### config.mk
export PLATFORM = sky130hd
export DESIGN_NAME = erc_encoder_range_comparator
export DESIGN_NICKNAME = d
export VERILOG_FILES = /design/src/rtl/erc_pkg.sv /design/src/rtl/erc_encoder_range_comparator.sv /design/src/rtl/erc_input_filter.sv
export VERILOG_INCLUDE_DIRS = /design/src /design/src/rtl
export SDC_FILE = /design/constraint.sdc
export NUM_CORES = 2
export LEC_CHECK = 0
export BUFFER_PORTS_ARGS = -buffer_cell sky130_fd_sc_hd__buf_2
export CAP_MARGIN = 20
export CORE_MARGIN = 3
export CORE_UTILIZATION = 30
export CTS_CLUSTER_DIAMETER = 120
export DETAILED_ROUTE_END_ITERATION = 8
export PLACE_DENSITY = 0.51
export REMOVE_ABC_BUFFERS = 1
export SLEW_MARGIN = 20
export SYNTH_ARGS = -nofsm -noshare
export SYNTH_HDL_FRONTEND = slang
export SYNTH_SLANG_ARGS = --single-unit
### constraint.sdc
create_clock -name clk -period 30.3 [get_ports clk]
set_clock_uncertainty 0.15 [all_clocks]
set_input_delay 4.545 -clock clk [delete_from_list [all_inputs] [get_ports clk]]
set_output_delay 4.545 -clock clk [all_outputs]
set_load 0.005 [all_outputs]
### src/rtl/erc_regs.svh
`ifndef ERC_REGS_SVH
`define ERC_REGS_SVH
////////////////////////////////////////////////////////////////////////
// clock and timing
`define ERC_CLK_NS 5
`define ERC_FILT_LONG_NS 20000
`define ERC_FILT_SHORT_NS 2000
`define ERC_FILT_LONG_CYC ((`ERC_FILT_LONG_NS+`ERC_CLK_NS-1)/`ERC_CLK_NS)
`define ERC_FILT_SHORT_CYC ((`ERC_FILT_SHORT_NS+`ERC_CLK_NS-1)/`ERC_CLK_NS)
`define ERC_MS_NS 1000000
`define ERC_MS_CYC (`ERC_MS_NS/`ERC_CLK_NS)
////////////////////////////////////////////////////////////////////////
// count ranges
`define ERC_EXCESS 10'h04c
`define ERC_EXCESS_WRAP 10'h11c
`define ERC_SPAN360 10'h168
`define ERC_MAX_ABS8 16'h00ff
`define ERC_MAX_ABS360 16'h0167
`define ERC_MAX_ABS512 16'h01ff
`define ERC_MAX_ABS1024 16'h03ff
`define ERC_QMAX_LO 16'h000a
`define ERC_QMAX_HI 16'hfde7
////////////////////////////////////////////////////////////////////////
// status image bit positions and reset value
`define ERC_ST_IN 16
`define ERC_ST_STB 20
`define ERC_ST_HOME 24
`define ERC_ST_PLD 25
`define ERC_ST_HSW 26
`define ERC_ST_AUX 27
`define ERC_ST_RDY 30
`define ERC_ST_ERR 31
`define ERC_ST_RESET 32'h0000_0000
////////////////////////////////////////////////////////////////////////
// command bit positions
`define ERC_CMD_STBCLR 0
`define ERC_CMD_PRELOAD 4
`define ERC_CMD_PLDCLR 5
`define ERC_CMD_HOME 6
`define ERC_CMD_ERRCLR 7
`endif

### src/rtl/erc_pkg.sv
package erc_pkg;
   typedef enum logic [2:0] {
      ERC_ABS8, ERC_ABS360, ERC_ABS512, ERC_ABS1024, ERC_QUAD
   } erc_func_e;
   typedef enum logic [1:0] {
      ERC_CONTINUE, ERC_FORCE_OFF, ERC_HOLD
   } erc_fallback_e;
   typedef enum logic {ERC_HOME_IDLE, ERC_HOME_ARMED} erc_home_e;
endpackage

### src/rtl/erc_encoder_range_comparator.sv
// Functional notes
// - Point 12 is input twelve by default, comparator output eight when enabled.
// - Host outputs off: continue, force all off, or hold last state.
// - Default absolute mode decodes 8-bit gray into 0 to 255.
// - 360 mode decodes 9-bit excess-76 gray into 0 to 359, rolling over.
// - 512 mode decodes 9-bit gray into 0 to 511.
// - Nine-bit modes use input nine as encoder bit; output five unavailable.
// - 1024 mode decodes 10-bit gray into 0 to 1023.
// - 10-bit mode takes inputs nine and ten; outputs five and six unavailable.
// - Reverse direction swaps up and down counting.
// - Position offset is added within the count range, default zero.
// - Quadrature, marker and preload inputs pass a 20 us or 2 us filter.
// - Quadrature counter wraps between zero and maximum, 10 to 64999.
// - Preload pin or host command loads the preload value.
// - In a home cycle a marker pulse with the home switch on loads the home value.
// - Preset mode holds outputs between presets; timer mode emits pulses.
// - Output turns on when count equals its on-preset.
// - Output turns off when count equals its off-preset.
// - Timer mode: on-preset starts a pulse of timer one ms; zero none.
// - Timer mode: off-preset starts a pulse of timer two ms; zero none.
// - Each sweep exchanges status image and command bits with the host.
// - Status bits: comparators, input nine to twelve levels, strobe latches.
// - Bits 24-29 quadrature only; bit 30 ready; bit 31 error.
// - A set strobe latch blocks further strobes until host reset.
// - Set preload latch blocks preload pin until cleared; command not blocked.
`timescale 1ns/1ps
`include "erc_regs.svh"
module erc_encoder_range_comparator #(
   parameter int MS_CYCLES = `ERC_MS_CYC,
   parameter int NCMP = 16,
   parameter int NTMR = 8
) (
   // clock and reset
   input wire logic clk,
   input wire logic rst,
   // configuration
   input wire erc_pkg::erc_func_e cfgFunction,
   input wire erc_pkg::erc_fallback_e cfgFallback,
   input wire logic cfgReverse,
   input wire logic [15:0] cfgOffset,
   input wire logic cfgFilterShort,
   input wire logic [15:0] cfgMaxCount,
   input wire logic [15:0] cfgPreload,
   input wire logic [15:0] cfgHome,
   input wire logic [3:0] cfgPointOut,
   input wire logic [NTMR-1:0] cfgTimerMode,
   input wire logic [NCMP*16-1:0] cfgOnPreset,
   input wire logic [NCMP*16-1:0] cfgOffPreset,
   input wire logic [NTMR*16-1:0] cfgTimer1,
   input wire logic [NTMR*16-1:0] cfgTimer2,
   // field inputs
   input wire logic [7:0] encLow,
   input wire logic quadA,
   input wire logic quadB,
   input wire logic marker,
   input wire logic preloadPin,
   input wire logic homeSwitch,
   input wire logic [2:0] auxIn,
   input wire logic [3:0] pointIn,
   // host exchange
   input wire logic hostOutputsEnabled,
   input wire logic sweep,
   input wire logic [31:0] cmdBits,
   // field outputs
   output logic [3:0] outLow,
   output logic [3:0] pointOut,
   output logic [3:0] pointOe,
   // status to host
   output logic [31:0] statusImage,
   output logic [15:0] positionWord
);
   import erc_pkg::*;

   logic [31:0] cmd;
   logic [3:0] filtRaw, filt, prevFilt;
   logic [15:0] count, next_count, pos, next_pos, prevPos, maxPos, src;
   logic [15:0] dirPos;
   logic [16:0] sum;
   logic [9:0] gray, bin, t360;
   logic preloadLatched, next_pld, homeFound, next_found;
   erc_home_e homeState, next_home;
   logic fwd, bwd, qUp, qDn, mkRise, pldRise, isQuad, moved;
   logic [31:0] msCnt;
   logic msTick;
   logic [NCMP-1:0] cmpState;
   logic [3:0] encUse, stbLatch, next_stb, prevPoint;
   logic ready, err, next_err, cfgErr;
   logic [7:0] drive, next_drive;
   logic [31:0] st;

   // host command bits act only in the sweep that carries them
   assign cmd = sweep ? cmdBits : 32'h0000_0000;
   assign isQuad = (cfgFunction == ERC_QUAD);
   ////////////////////////////////////////////////////////////////////
   // input filters
   assign filtRaw = {preloadPin, marker, quadB, quadA};
   for (genvar gi = 0; gi < 4; gi++) begin : g_filt
      erc_input_filter #(
         .LONG_CYC(`ERC_FILT_LONG_CYC),
         .SHORT_CYC(`ERC_FILT_SHORT_CYC)
      ) u_filt (
         .clk(clk),
         .rst(rst),
         .shortSel(cfgFilterShort),
         .din(filtRaw[gi]),
         .dout(filt[gi])
      );
   end
   ////////////////////////////////////////////////////////////////////
   // quadrature counter
   assign fwd = (filt[0] ^ prevFilt[0] ^ filt[1] ^ prevFilt[1])
                & (filt[0] ^ prevFilt[1]);
   assign bwd = (filt[0] ^ prevFilt[0] ^ filt[1] ^ prevFilt[1])
                & (filt[1] ^ prevFilt[0]);
   assign qUp = cfgReverse ? bwd : fwd;
   assign qDn = cfgReverse ? fwd : bwd;
   assign mkRise = filt[2] & ~prevFilt[2];
   assign pldRise = filt[3] & ~prevFilt[3];

   always_comb begin
      next_count = count;
      next_pld = preloadLatched;
      next_found = homeFound;
      next_home = homeState;
      if (cmd[`ERC_CMD_PLDCLR])
         next_pld = 1'b0;
      if (cmd[`ERC_CMD_HOME]) begin
         next_home = ERC_HOME_ARMED;
         next_found = 1'b0;
      end
      if (!isQuad) begin
         next_count = 16'h0000;
      end else if (cmd[`ERC_CMD_PRELOAD]) begin
         next_count = cfgPreload;
      end else if (pldRise && !preloadLatched) begin
         next_count = cfgPreload;
         next_pld = 1'b1;
      end else if (homeState == ERC_HOME_ARMED && mkRise && homeSwitch) begin
         next_count = cfgHome;
         next_found = 1'b1;
         next_home = ERC_HOME_IDLE;
      end else if (qUp) begin
         next_count = (count >= cfgMaxCount) ? 16'h0000 : count + 16'h0001;
      end else if (qDn) begin
         next_count = (count == 16'h0000) ? cfgMaxCount : count - 16'h0001;
      end
   end

   always_ff @(posedge clk) begin
      if (rst) begin
         count <= 16'h0000;
         prevFilt <= 4'h0;
         preloadLatched <= 1'b0;
         homeFound <= 1'b0;
         homeState <= ERC_HOME_IDLE;
      end else begin
         count <= next_count;
         prevFilt <= filt;
         preloadLatched <= next_pld;
         homeFound <= next_found;
         homeState <= next_home;
      end
   end
   ////////////////////////////////////////////////////////////////////
   // gray to binary
   function automatic logic [9:0] erc_gray2bin(input logic [9:0] g);
      logic [9:0] b;
      b = 10'h000;
      for (int i = 0; i < 10; i++)
         b[i] = ^(g >> i);
      return b;
   endfunction

   // upper encoder bits share points nine and ten
   assign gray = {pointIn[1], pointIn[0], encLow};
   assign encUse = {2'h0, cfgFunction == ERC_ABS1024,
                    cfgFunction == ERC_ABS360 || cfgFunction == ERC_ABS512
                    || cfgFunction == ERC_ABS1024};

   always_comb begin
      bin = 10'h000;
      t360 = 10'h000;
      src = count;
      maxPos = cfgMaxCount;
      case (cfgFunction)
         ERC_ABS8: begin
            bin = erc_gray2bin({2'h0, gray[7:0]});
            maxPos = `ERC_MAX_ABS8;
            src = {6'h00, bin};
         end
         ERC_ABS360: begin
            bin = erc_gray2bin({1'h0, gray[8:0]});
            t360 = (bin >= `ERC_EXCESS) ? bin - `ERC_EXCESS
                                        : bin + `ERC_EXCESS_WRAP;
            if (t360 >= `ERC_SPAN360)
               t360 = t360 - `ERC_SPAN360;
            maxPos = `ERC_MAX_ABS360;
            src = {6'h00, t360};
         end
         ERC_ABS512: begin
            bin = erc_gray2bin({1'h0, gray[8:0]});
            maxPos = `ERC_MAX_ABS512;
            src = {6'h00, bin};
         end
         ERC_ABS1024: begin
            bin = erc_gray2bin(gray);
            maxPos = `ERC_MAX_ABS1024;
            src = {6'h00, bin};
         end
         default: begin
            src = count;
            maxPos = cfgMaxCount;
         end
      endcase
      dirPos = (cfgReverse && !isQuad) ? maxPos - src : src;
      sum = {1'b0, dirPos} + {1'b0, cfgOffset};
      if (sum > {1'b0, maxPos})
         sum = sum - ({1'b0, maxPos} + 17'h00001);
      next_pos = sum[15:0];
   end

   always_ff @(posedge clk) begin
      if (rst) begin
         pos <= 16'h0000;
         prevPos <= 16'h0000;
      end else begin
         pos <= next_pos;
         prevPos <= pos;
      end
   end
   assign moved = (pos != prevPos);
   ////////////////////////////////////////////////////////////////////
   // millisecond tick for comparator pulses
   always_ff @(posedge clk) begin
      if (rst || msTick)
         msCnt <= 32'h0000_0000;
      else
         msCnt <= msCnt + 32'h0000_0001;
   end
   assign msTick = (msCnt == 32'(MS_CYCLES - 1));
   ////////////////////////////////////////////////////////////////////
   // range comparators
   for (genvar ci = 0; ci < NCMP; ci++) begin : g_cmp
      logic [15:0] onP, offP, t1, t2, tmr, next_tmr;
      logic tm, cs, next_cs;
      assign onP = cfgOnPreset[ci*16 +: 16];
      assign offP = cfgOffPreset[ci*16 +: 16];
      if (ci < NTMR) begin : g_t
         assign tm = cfgTimerMode[ci];
         assign t1 = cfgTimer1[ci*16 +: 16];
         assign t2 = cfgTimer2[ci*16 +: 16];
      end else begin : g_p
         assign tm = 1'b0;
         assign t1 = 16'h0000;
         assign t2 = 16'h0000;
      end
      always_comb begin
         next_tmr = 16'h0000;
         next_cs = cs;
         if (tm) begin
            next_tmr = tmr;
            if (moved && pos == onP)
               next_tmr = t1;
            else if (moved && pos == offP)
               next_tmr = t2;
            else if (msTick && tmr != 16'h0000)
               next_tmr = tmr - 16'h0001;
            next_cs = (next_tmr != 16'h0000);
         end else if (pos == onP) begin
            next_cs = 1'b1;
         end else if (pos == offP) begin
            next_cs = 1'b0;
         end
      end
      always_ff @(posedge clk) begin
         if (rst) begin
            tmr <= 16'h0000;
            cs <= 1'b0;
         end else begin
            tmr <= next_tmr;
            cs <= next_cs;
         end
      end
      assign cmpState[ci] = cs;
   end
   ////////////////////////////////////////////////////////////////////
   // strobes, error, outputs and status image
   always_comb begin
      // latch holds until host reset; set wins
      next_stb = (stbLatch & ~cmd[`ERC_CMD_STBCLR +: 4])
                 | (pointIn & ~prevPoint & ~encUse);
      cfgErr = (cfgOffset > maxPos);
      if (isQuad && (cfgMaxCount < `ERC_QMAX_LO
                     || cfgMaxCount > `ERC_QMAX_HI))
         cfgErr = 1'b1;
      for (int k = 0; k < NCMP; k++)
         if (cfgOnPreset[k*16 +: 16] > maxPos
             || cfgOffPreset[k*16 +: 16] > maxPos)
            cfgErr = 1'b1;
      next_err = (err & ~cmd[`ERC_CMD_ERRCLR]) | cfgErr;
      // fallback when host outputs are off
      if (hostOutputsEnabled || cfgFallback == ERC_CONTINUE)
         next_drive = cmpState[7:0];
      else if (cfgFallback == ERC_FORCE_OFF)
         next_drive = 8'h00;
      else
         next_drive = drive;
      st = `ERC_ST_RESET;
      st[NCMP-1:0] = cmpState;
      st[`ERC_ST_IN +: 4] = pointIn;
      st[`ERC_ST_STB +: 4] = stbLatch;
      if (isQuad) begin
         st[`ERC_ST_HOME] = homeFound;
         st[`ERC_ST_PLD] = preloadLatched;
         st[`ERC_ST_HSW] = homeSwitch;
         st[`ERC_ST_AUX +: 3] = auxIn;
      end
      st[`ERC_ST_RDY] = ready;
      st[`ERC_ST_ERR] = err;
   end

   always_ff @(posedge clk) begin
      if (rst) begin
         stbLatch <= 4'h0;
         prevPoint <= 4'h0;
         err <= 1'b0;
         ready <= 1'b0;
         drive <= 8'h00;
         outLow <= 4'h0;
         pointOut <= 4'h0;
         pointOe <= 4'h0;
         statusImage <= `ERC_ST_RESET;
         positionWord <= 16'h0000;
      end else begin
         stbLatch <= next_stb;
         prevPoint <= pointIn;
         err <= next_err;
         ready <= 1'b1;
         drive <= next_drive;
         outLow <= next_drive[3:0];
         pointOut <= next_drive[7:4];
         // point becomes output when set in cfgPointOut and not used by encoder
         pointOe <= cfgPointOut & ~encUse;
         // image handed over once per sweep
         if (sweep) begin
            statusImage <= st;
            positionWord <= pos;
         end
      end
   end
   ////////////////////////////////////////////////////////////////////
   // assertions
   property p_force_off;
      @(posedge clk) disable iff (rst)
      !hostOutputsEnabled && cfgFallback == ERC_FORCE_OFF
      |=> outLow == 4'h0 && pointOut == 4'h0;
   endproperty
   a_force_off: assert property (p_force_off)
      else $error("outputs not forced off");

   property p_hold;
      @(posedge clk) disable iff (rst)
      !hostOutputsEnabled && cfgFallback == ERC_HOLD
      |=> $stable(outLow) && $stable(pointOut);
   endproperty
   a_hold: assert property (p_hold)
      else $error("held outputs changed");

   property p_point12;
      @(posedge clk) disable iff (rst)
      1'b1 |=> pointOe[3] == $past(cfgPointOut[3]);
   endproperty
   a_point12: assert property (p_point12)
      else $error("point twelve direction wrong");

   property p_enc_pins;
      @(posedge clk) disable iff (rst)
      cfgFunction == ERC_ABS1024 |=> pointOe[1:0] == 2'h0;
   endproperty
   a_enc_pins: assert property (p_enc_pins)
      else $error("encoder point driven as output");

   property p_wrap;
      @(posedge clk) disable iff (rst)
      isQuad && count == cfgMaxCount && qUp && !qDn && cmd == 32'h0
      && !pldRise && homeState == ERC_HOME_IDLE |=> count == 16'h0000;
   endproperty
   a_wrap: assert property (p_wrap)
      else $error("counter did not wrap to zero");

   property p_cmd_preload;
      @(posedge clk) disable iff (rst)
      isQuad && cmd[`ERC_CMD_PRELOAD] |=> count == $past(cfgPreload);
   endproperty
   a_cmd_preload: assert property (p_cmd_preload)
      else $error("command preload not loaded");

   property p_pld_latch;
      @(posedge clk) disable iff (rst)
      preloadLatched && !cmd[`ERC_CMD_PLDCLR] |=> preloadLatched;
   endproperty
   a_pld_latch: assert property (p_pld_latch)
      else $error("preload latch dropped");

   property p_stb_hold;
      @(posedge clk) disable iff (rst)
      |stbLatch |=> ($past(stbLatch) & ~$past(cmd[`ERC_CMD_STBCLR +: 4])
                     & ~stbLatch) == 4'h0;
   endproperty
   a_stb_hold: assert property (p_stb_hold)
      else $error("strobe latch dropped");

   property p_status;
      @(posedge clk) disable iff (rst)
      sweep |=> statusImage[`ERC_ST_RDY] == $past(ready)
      && statusImage[NCMP-1:0] == $past(cmpState);
   endproperty
   a_status: assert property (p_status)
      else $error("status image mismatch");

   c_home: cover property (@(posedge clk) disable iff (rst)
      !homeFound ##1 homeFound);
   c_timer: cover property (@(posedge clk) disable iff (rst)
      cfgTimerMode[0] && !cmpState[0] ##1 cmpState[0]);
   c_wrap: cover property (@(posedge clk) disable iff (rst)
      isQuad && count == cfgMaxCount ##1 count == 16'h0000);
endmodule // erc_encoder_range_comparator

### src/rtl/erc_input_filter.sv
`timescale 1ns/1ps
module erc_input_filter #(
   parameter int LONG_CYC = 4000,
   parameter int SHORT_CYC = 400
) (
   // clock and reset
   input wire logic clk,
   input wire logic rst,
   // filter
   input wire logic shortSel,
   input wire logic din,
   output logic dout
);
   localparam int CW = $clog2(LONG_CYC + 1);
   logic [CW-1:0] cnt, next_cnt, limit;
   logic next_dout;

   // a change is accepted only after it stood for the whole window
   always_comb begin
      limit = shortSel ? CW'(SHORT_CYC - 1) : CW'(LONG_CYC - 1);
      next_cnt = cnt;
      next_dout = dout;
      if (din == dout) begin
         next_cnt = '0;
      end else if (cnt >= limit) begin
         next_dout = din;
         next_cnt = '0;
      end else begin
         next_cnt = cnt + 1'b1;
      end
   end

   always_ff @(posedge clk) begin
      if (rst) begin
         cnt <= '0;
         dout <= 1'b0;
      end else begin
         cnt <= next_cnt;
         dout <= next_dout;
      end
   end
endmodule // erc_input_filter

-- After elaboration in Yosys (flattened, before gate mapping)
Index checks and enable logic that the tools add are counted.
- register bits after elaboration: 361
- bits in latches: 0
- memory bits (writable): 0
- bits in read-only memories: 0
- input bits: 907
- logic and storage cells: 449
- memories: 0
- add/sub/neg operators: 22
- $mul: 0
- divide/modulo/power cells: 0
- magnitude comparators: 43
- equal/unequal tests: 43
- shifts and indexed selects: 0
- multiplexer cells: 124
- bitwise operators: 35
- reduce and logical (&&, ||, !) cells: 132
- operators with widths (operator ; count):
    2-to-1 mux 16 bit ; 41
    > comparator 16 bit ; 33
    equality test 16 bit ; 32
    parity 10 bit ; 27
    nonzero test 16 bit ; 16
    subtractor 16 x 1 -> 16 bit, second input constant ; 9
    one-hot mux 16 bit (4 select lines) ; 2
    2-to-1 mux 1 bit ; 74
    adder 12 x 1 -> 12 bit, second input constant ; 4
    >= comparator 12 bit ; 4
    adder 16 x 1 -> 16 bit, second input constant ; 2
    adder 32 x 1 -> 32 bit, second input constant ; 1
    equality test 32 x 18 -> 1 bit, second input constant ; 1
    subtractor 16 bit ; 2
    logical AND 1 bit ; 29
    2-to-1 mux 8 bit ; 3
    nonzero test 3 bit ; 8
    logical OR 1 bit ; 21
    2-to-1 mux 10 bit ; 2
    OR reduction 2 bit ; 9
    adder 16 x 16 -> 17 bit ; 1
    > comparator 17 x 16 -> 1 bit ; 1
    bitwise AND 4 bit ; 4
    >= comparator 16 bit ; 1
    other kinds (30) ; 72

-- Depth between registers and ports, before layout
- depth after elaboration: 21
- mapped depth: 48
- mapped depth without buffers: 42

-- Modules after synthesis
A second synthesis with hierarchy kept.
- cells, all modules: 5057
- area, all modules: 40339.9 µm²
- by module, submodules not included (module ; times used ; cells an instance ; area an instance (µm²)):
    erc_encoder_range_comparator ; 1 ; 4780 ; 37736.2
    erc_input_filter at g_filt[0].u_filt ... ; 3 ; 69 ; 656.9
    erc_input_filter at g_filt[3].u_filt ; 1 ; 70 ; 633.1

-- Least setup slack after synthesis
OpenSTA, ideal clock, no wires.
- path type: input-to-reg
- start point: in pointIn[0]
- end point: reg pos[14]
- data arrival time: 13641 ps
- required time: 30080 ps
- path slack: 16438 ps
- stages: 45
- buffers on the path: 5
- path through: buf_2 > inv_1 > ha_1 > xor3_2 > xor2_1 > inv_1 > ha_1 > buf_6 > or4b_1 > a41o_1 > buf_6 > nand2_1 > o41ai_2 > a221oi_2 > mux2_4 > or4b_4 > o211ai_2 > mux2i_1 > [... 9 more ...] > o21ai_0 > ha_1 > or2_2 > a21oi_1 > a31oi_1 > a2111oi_0 > nor3_1 > ha_1 > clkbuf_1 > nand4_1 > nor4_1 > nand2_1 > o21ai_0 > a21oi_1 > a211o_1 > buf_2 > or4_1 > a21oi_1
- cells in the longest elaborated chain, start to end: 11
- elaborated cells between the ends (all ways): 32
- those cells by class: add/sub: 6; order compare: 3; mux: 5; reduce/logical: 18
- ends and longest elaborated chain (what ; line ; source):
    start: declaration ; erc_encoder_range_comparator.sv:59 ; input wire logic [3:0] pointIn,
    parity 10 bit ; erc_encoder_range_comparator.sv:170 ; b[i] = ^(g >> i);
    adder 9 x 9 -> 10 bit (no line) (tied with other cells) ; -- ;
    2-to-1 mux 10 bit (no line) ; -- ;
    subtractor 10 x 9 -> 10 bit (no line) / >= comparator 10 x 9 -> 1 bit (equally long branches) ; -- ;
    2-to-1 mux 10 bit ; erc_encoder_range_comparator.sv:195 ; if (t360 >= `ERC_SPAN360)
    one-hot mux 16 bit (4 select lines) (*) ; erc_encoder_range_comparator.sv:185 ; case (cfgFunction)
    subtractor 16 bit ; erc_encoder_range_comparator.sv:215 ; dirPos = (cfgReverse && !isQuad) ? maxPos - src : src;
    2-to-1 mux 16 bit (*) ; erc_encoder_range_comparator.sv:215 ;
    adder 16 x 16 -> 17 bit (*) ; erc_encoder_range_comparator.sv:216 ; sum = {1'b0, dirPos} + {1'b0, cfgOffset};
    subtractor 16 bit / > comparator 17 x 16 -> 1 bit (equally long branches) ; erc_encoder_range_comparator.sv:218, erc_encoder_range_comparator.sv:217 ;
    2-to-1 mux 16 bit (*) ; erc_encoder_range_comparator.sv:217 ; if (sum > {1'b0, maxPos})
    end signal: assignment ; erc_encoder_range_comparator.sv:227 ; pos <= next_pos;
    end: declaration ; erc_encoder_range_comparator.sv:76 ; logic [15:0] count, next_count, pos, next_pos, prevPos, maxPos, src;
Every way passes the cells marked *; elsewhere a longest branch is shown, timed or not.
A chain may end at the register's enable or synchronous reset.

-- Worst setup path after layout
Ends and elaborated chain as after synthesis.

==> impl_summary.log <==
[metrics] final routed wirelength across all metal layers: 210000 um
[metrics] global route overflow: 0
[metrics] fraction of layout cells with a size suffix above 1: approximately 20%
[metrics] clock root buffer: sky130_fd_sc_hd__clkbuf_16
[metrics] Post-Place Setup Slack: 14.61 ns
[metrics] flip-flop and latch count after synthesis: about 350
[metrics] CTS resizes: 0
[metrics] total negative slack for setup checks: 0 ns
[metrics] CTS Buf Count: around 50
[metrics] remaining max-slew budget at the tightest pin: approximately 27%
[metrics] Yosys top cell area share: about a fifth
[metrics] critical setup path kind: in -> reg
[metrics] Initial Util: 30.4%
[metrics] Async SR Flop Fraction: 0%
[metrics] floorplan die area: about 0.14 mm^2
[metrics] register area share after synthesis: between 10% and 20%
[metrics] pin count of the biggest net entering global routing: 61
[metrics] I/O pin count: around 970
[metrics] leading post-synthesis cells by instance count: sky130_fd_sc_hd__ha_1 (637), sky130_fd_sc_hd__nor2_1 (545), sky130_fd_sc_hd__xor2_1 (406)
[metrics] count of unresolved DRC violations after routing: 0
[metrics] quantity of I/O buffers inserted on ports: 942
[metrics] Setup crit start kind: input pin
[metrics] path type of the worst min-delay path: reg -> reg
[metrics] synth unique cells: ~100
[metrics] number of nets with antenna violations after routing: 0
[metrics] CP required: between 30 and 40 ns
[metrics] maxcap violations: 0
[metrics] CTS clk-pin slew, worst paths: around 0.06 ns
[metrics] number of failing hold endpoints at the final stage: 0
[metrics] part of the cycle the worst path needs: 50.3%
[metrics] setup slack of the critical path after layout: ~15 ns
[metrics] leakage power: 22.8 nW
[metrics] die span in x: 372 um
[metrics] via count: roughly 42k
[metrics] placed standard-cell area: roughly 0.047 mm^2
[metrics] fraction of the mapped netlist area in compound gates: roughly 16%
[metrics] TritonCTS sink count: 353
[metrics] Global Route Usage Sum: 29.0%
[metrics] layout overhead on the synthesized area: 21.7%
[metrics] number of antenna violations at the first check in global routing: around 160
[metrics] max-slew violation count: 0
[metrics] number of nets in the layout: roughly 7.4k
[metrics] # hold bufs at CTS: 0
[metrics] post-synthesis average cell area: 8.08 um^2
[metrics] Cell Rows: 133
[metrics] Primary FF master, synth: sky130_fd_sc_hd__dfxtp_1
[metrics] via count of the first global-routing pass: between 40k and 50k
[metrics] number of setup violations in the final report: 0
[metrics] CP max FO: 19
[metrics] biggest area contributors in the synthesized netlist: sky130_fd_sc_hd__ha_1 (20%), sky130_fd_sc_hd__dfxtp_1 (18%), sky130_fd_sc_hd__xor2_1 (8.9%), sky130_fd_sc_hd__xnor2_1 (8.5%), sky130_fd_sc_hd__nor2_1 (5.1%)
[metrics] routed via count divided by cell count: roughly 5.4
[metrics] total of warnings raised by yosys: 0
[metrics] hpwl dp: approximately 160000 um
[metrics] post-CTS setup buffer count: 0
[metrics] area inside the core boundary: about 0.13 mm^2
[metrics] Mapped Area: around 0.040 mm^2
[metrics] post-route cell area: about 0.05 mm^2
[metrics] most repeated cell in the gate-level netlist after synthesis: sky130_fd_sc_hd__ha_1
[metrics] Max VDD drop: 0.0000396 V
[metrics] gp weighted congestion: between 0.9 and 1
[metrics] average routed wire per standard cell: 27.2 um
[metrics] area share of fa/ha/maj cells after synthesis: roughly 20%
[metrics] register-to-register path setup slack: roughly 23 ns
[metrics] worst slew pin tran: between 1 and 1.5 ns
[metrics] TritonCTS clock tree: built
[metrics] time the final worst path needs with I/O delays and setup: approximately 15 ns
[metrics] number of DRC markers after the initial detailed-route iteration: approximately 3.2k
[metrics] global-route wire length before repair: 290000 um
[metrics] clock latency of the later-clocked register in the worst-skew pair: 0.65 ns
[metrics] share of cell area taken by muxes after synthesis: 3.95%
[metrics] clk buf depth: 3
[metrics] power per cell area: about 47 mW/mm^2
[metrics] Post-Synthesis Cells: roughly 5k
[metrics] setup repair after global routing missed its margin: false
[metrics] dominant cell type by area after synthesis: sky130_fd_sc_hd__ha_1
[metrics] number of synthesized flops with an enable pin: 0
[metrics] Pre-antenna DRT Iters: 6
[metrics] crit end category: flip-flop
[metrics] achievable clock frequency: 65.6 MHz
[metrics] Die Height: 372 um
[metrics] most frequent cell on the critical path: sky130_fd_sc_hd__ha_1
[metrics] xor/xnor share of the synthesized area: 17.7%
[metrics] count of H-tree levels built during CTS: 2
[metrics] Buffers & Inverters on Critical Path: 4
[metrics] CP arrival: roughly 16 ns
[metrics] main combinational cell family by area after synthesis: simple AND/OR/NAND/NOR gates
[metrics] Max stage delay cell, worst path: sky130_fd_sc_hd__a2111oi_0
[metrics] result of the run: completed
[metrics] Largest delay share family, worst path: compound AO/OA/AOI/OAI gates
[metrics] worst stage delay on the critical path: between 0.6 and 0.7 ns
[metrics] basic-gate share of the synthesized area counting and, or, nand and nor cells: a little over a fifth
==> sequential cells by signal, summed over array words and instances (netlist names), 16 cells and up <==
name,cells
g_cmp.tmr,128
g_filt.u_filt.cnt,48
msCnt,32
statusImage,32
count,16
g_cmp.cs,16
pos,16
positionWord,16
prevPos,16
==> metal layers <==
| metal | share of wire [%] | wire length (um) | track usage, % |
|---|---|---|---|
| met1 | 41 | 86700 | 35.6 |
| met2 | 46 | 96100 | 46.9 |
| met3 | 8.3 | 17400 | 7.55 |
| met4 | 4.6 | 9610 | 14.2 |
| met5 | 0.21 | 451 | 0 |
==> cell families (layout without fill, tap and decap cells) <==
logic type / count (synthesis) / after routing
AOI/OAI and AO/OA: 958 / 958
xor gates and xnor gates: 802 / 802
adders and majority gates: 640 / 640
buffers and inverters: 335 / 1232
DFF: 353 / 353
muxes: 156 / 156
other: 0 / 120
and+or+nand+nor: 1723 / 1723
==> final timing paths <==
path | startpoint | depth (start not counted) | endpoint
max | pointIn[0] | 41 | pos[14]$_SDFF_PP0_
max reg2reg | count[0]$_SDFFE_PP0P_ | 29 | pos[14]$_SDFF_PP0_
min reg2reg | g_filt[1].u_filt.cnt[0]$_SDFF_PP0_ | 1 | g_filt[1].u_filt.cnt[0]$_SDFF_PP0_
min | g_filt[1].u_filt.cnt[0]$_SDFF_PP0_ | 1 | g_filt[1].u_filt.cnt[0]$_SDFF_PP0_
==> worst reg2reg max path, delay by kind of cell (launching register included) <==
kind            cells  cell delay, ns
fa+ha+maj           4            1.45
flops               1            0.59
compound gates     17            3.86
buf+inv             1            0.06
simple gates        7            1.41
==> stage by stage <==
step	cells	total power, mW	hold WS [ns]	utilization, %
floorplan	4772	1.21	0.268	-
finish	7739	2.29	0.292	37.0
CTS	7619	2.30	0.295	36.7
global route	7690	2.42	0.319	36.9
global placement	7529	1.66	0.279	35.5
detailed placement	7529	1.67	0.286	35.5
==> layout make-up <==
cell class,instances,area [um^2]
clock buffers,68,1430
well taps,1755,2200
clock inverters,22,270
flip-flops and latches,353,7130
fillers,14000,83300
multi-input cells,4279,31800
repair buffers,1002,5170
inverters,140,526
diodes,120,300
==> report_power, final <==
group | internal (mW) | total, mW | switching, mW
registers | 0.492 | 0.628 | 0.136
logic | 0.436 | 1.04 | 0.605
clock network | 0.365 | 0.616 | 0.252
==> cells in the final DEF, fill, tap and decap left out, drive strengths merged, types with 58 or more instances in the layout <==
master and n:
nor3 80, nand3 110, clkbuf 68, xor2 407
o21a 140, o21ai 182, dfxtp 353, buf 1002
nor4 140, ha 637, diode 120, inv 141
a21oi 258, mux2i 141, xnor2 391, nand2b 58
nor2b 113, nand2 258, and3 58, nand4 227
nor2 546, a21o 121
Power figures use the tool's default switching activity.
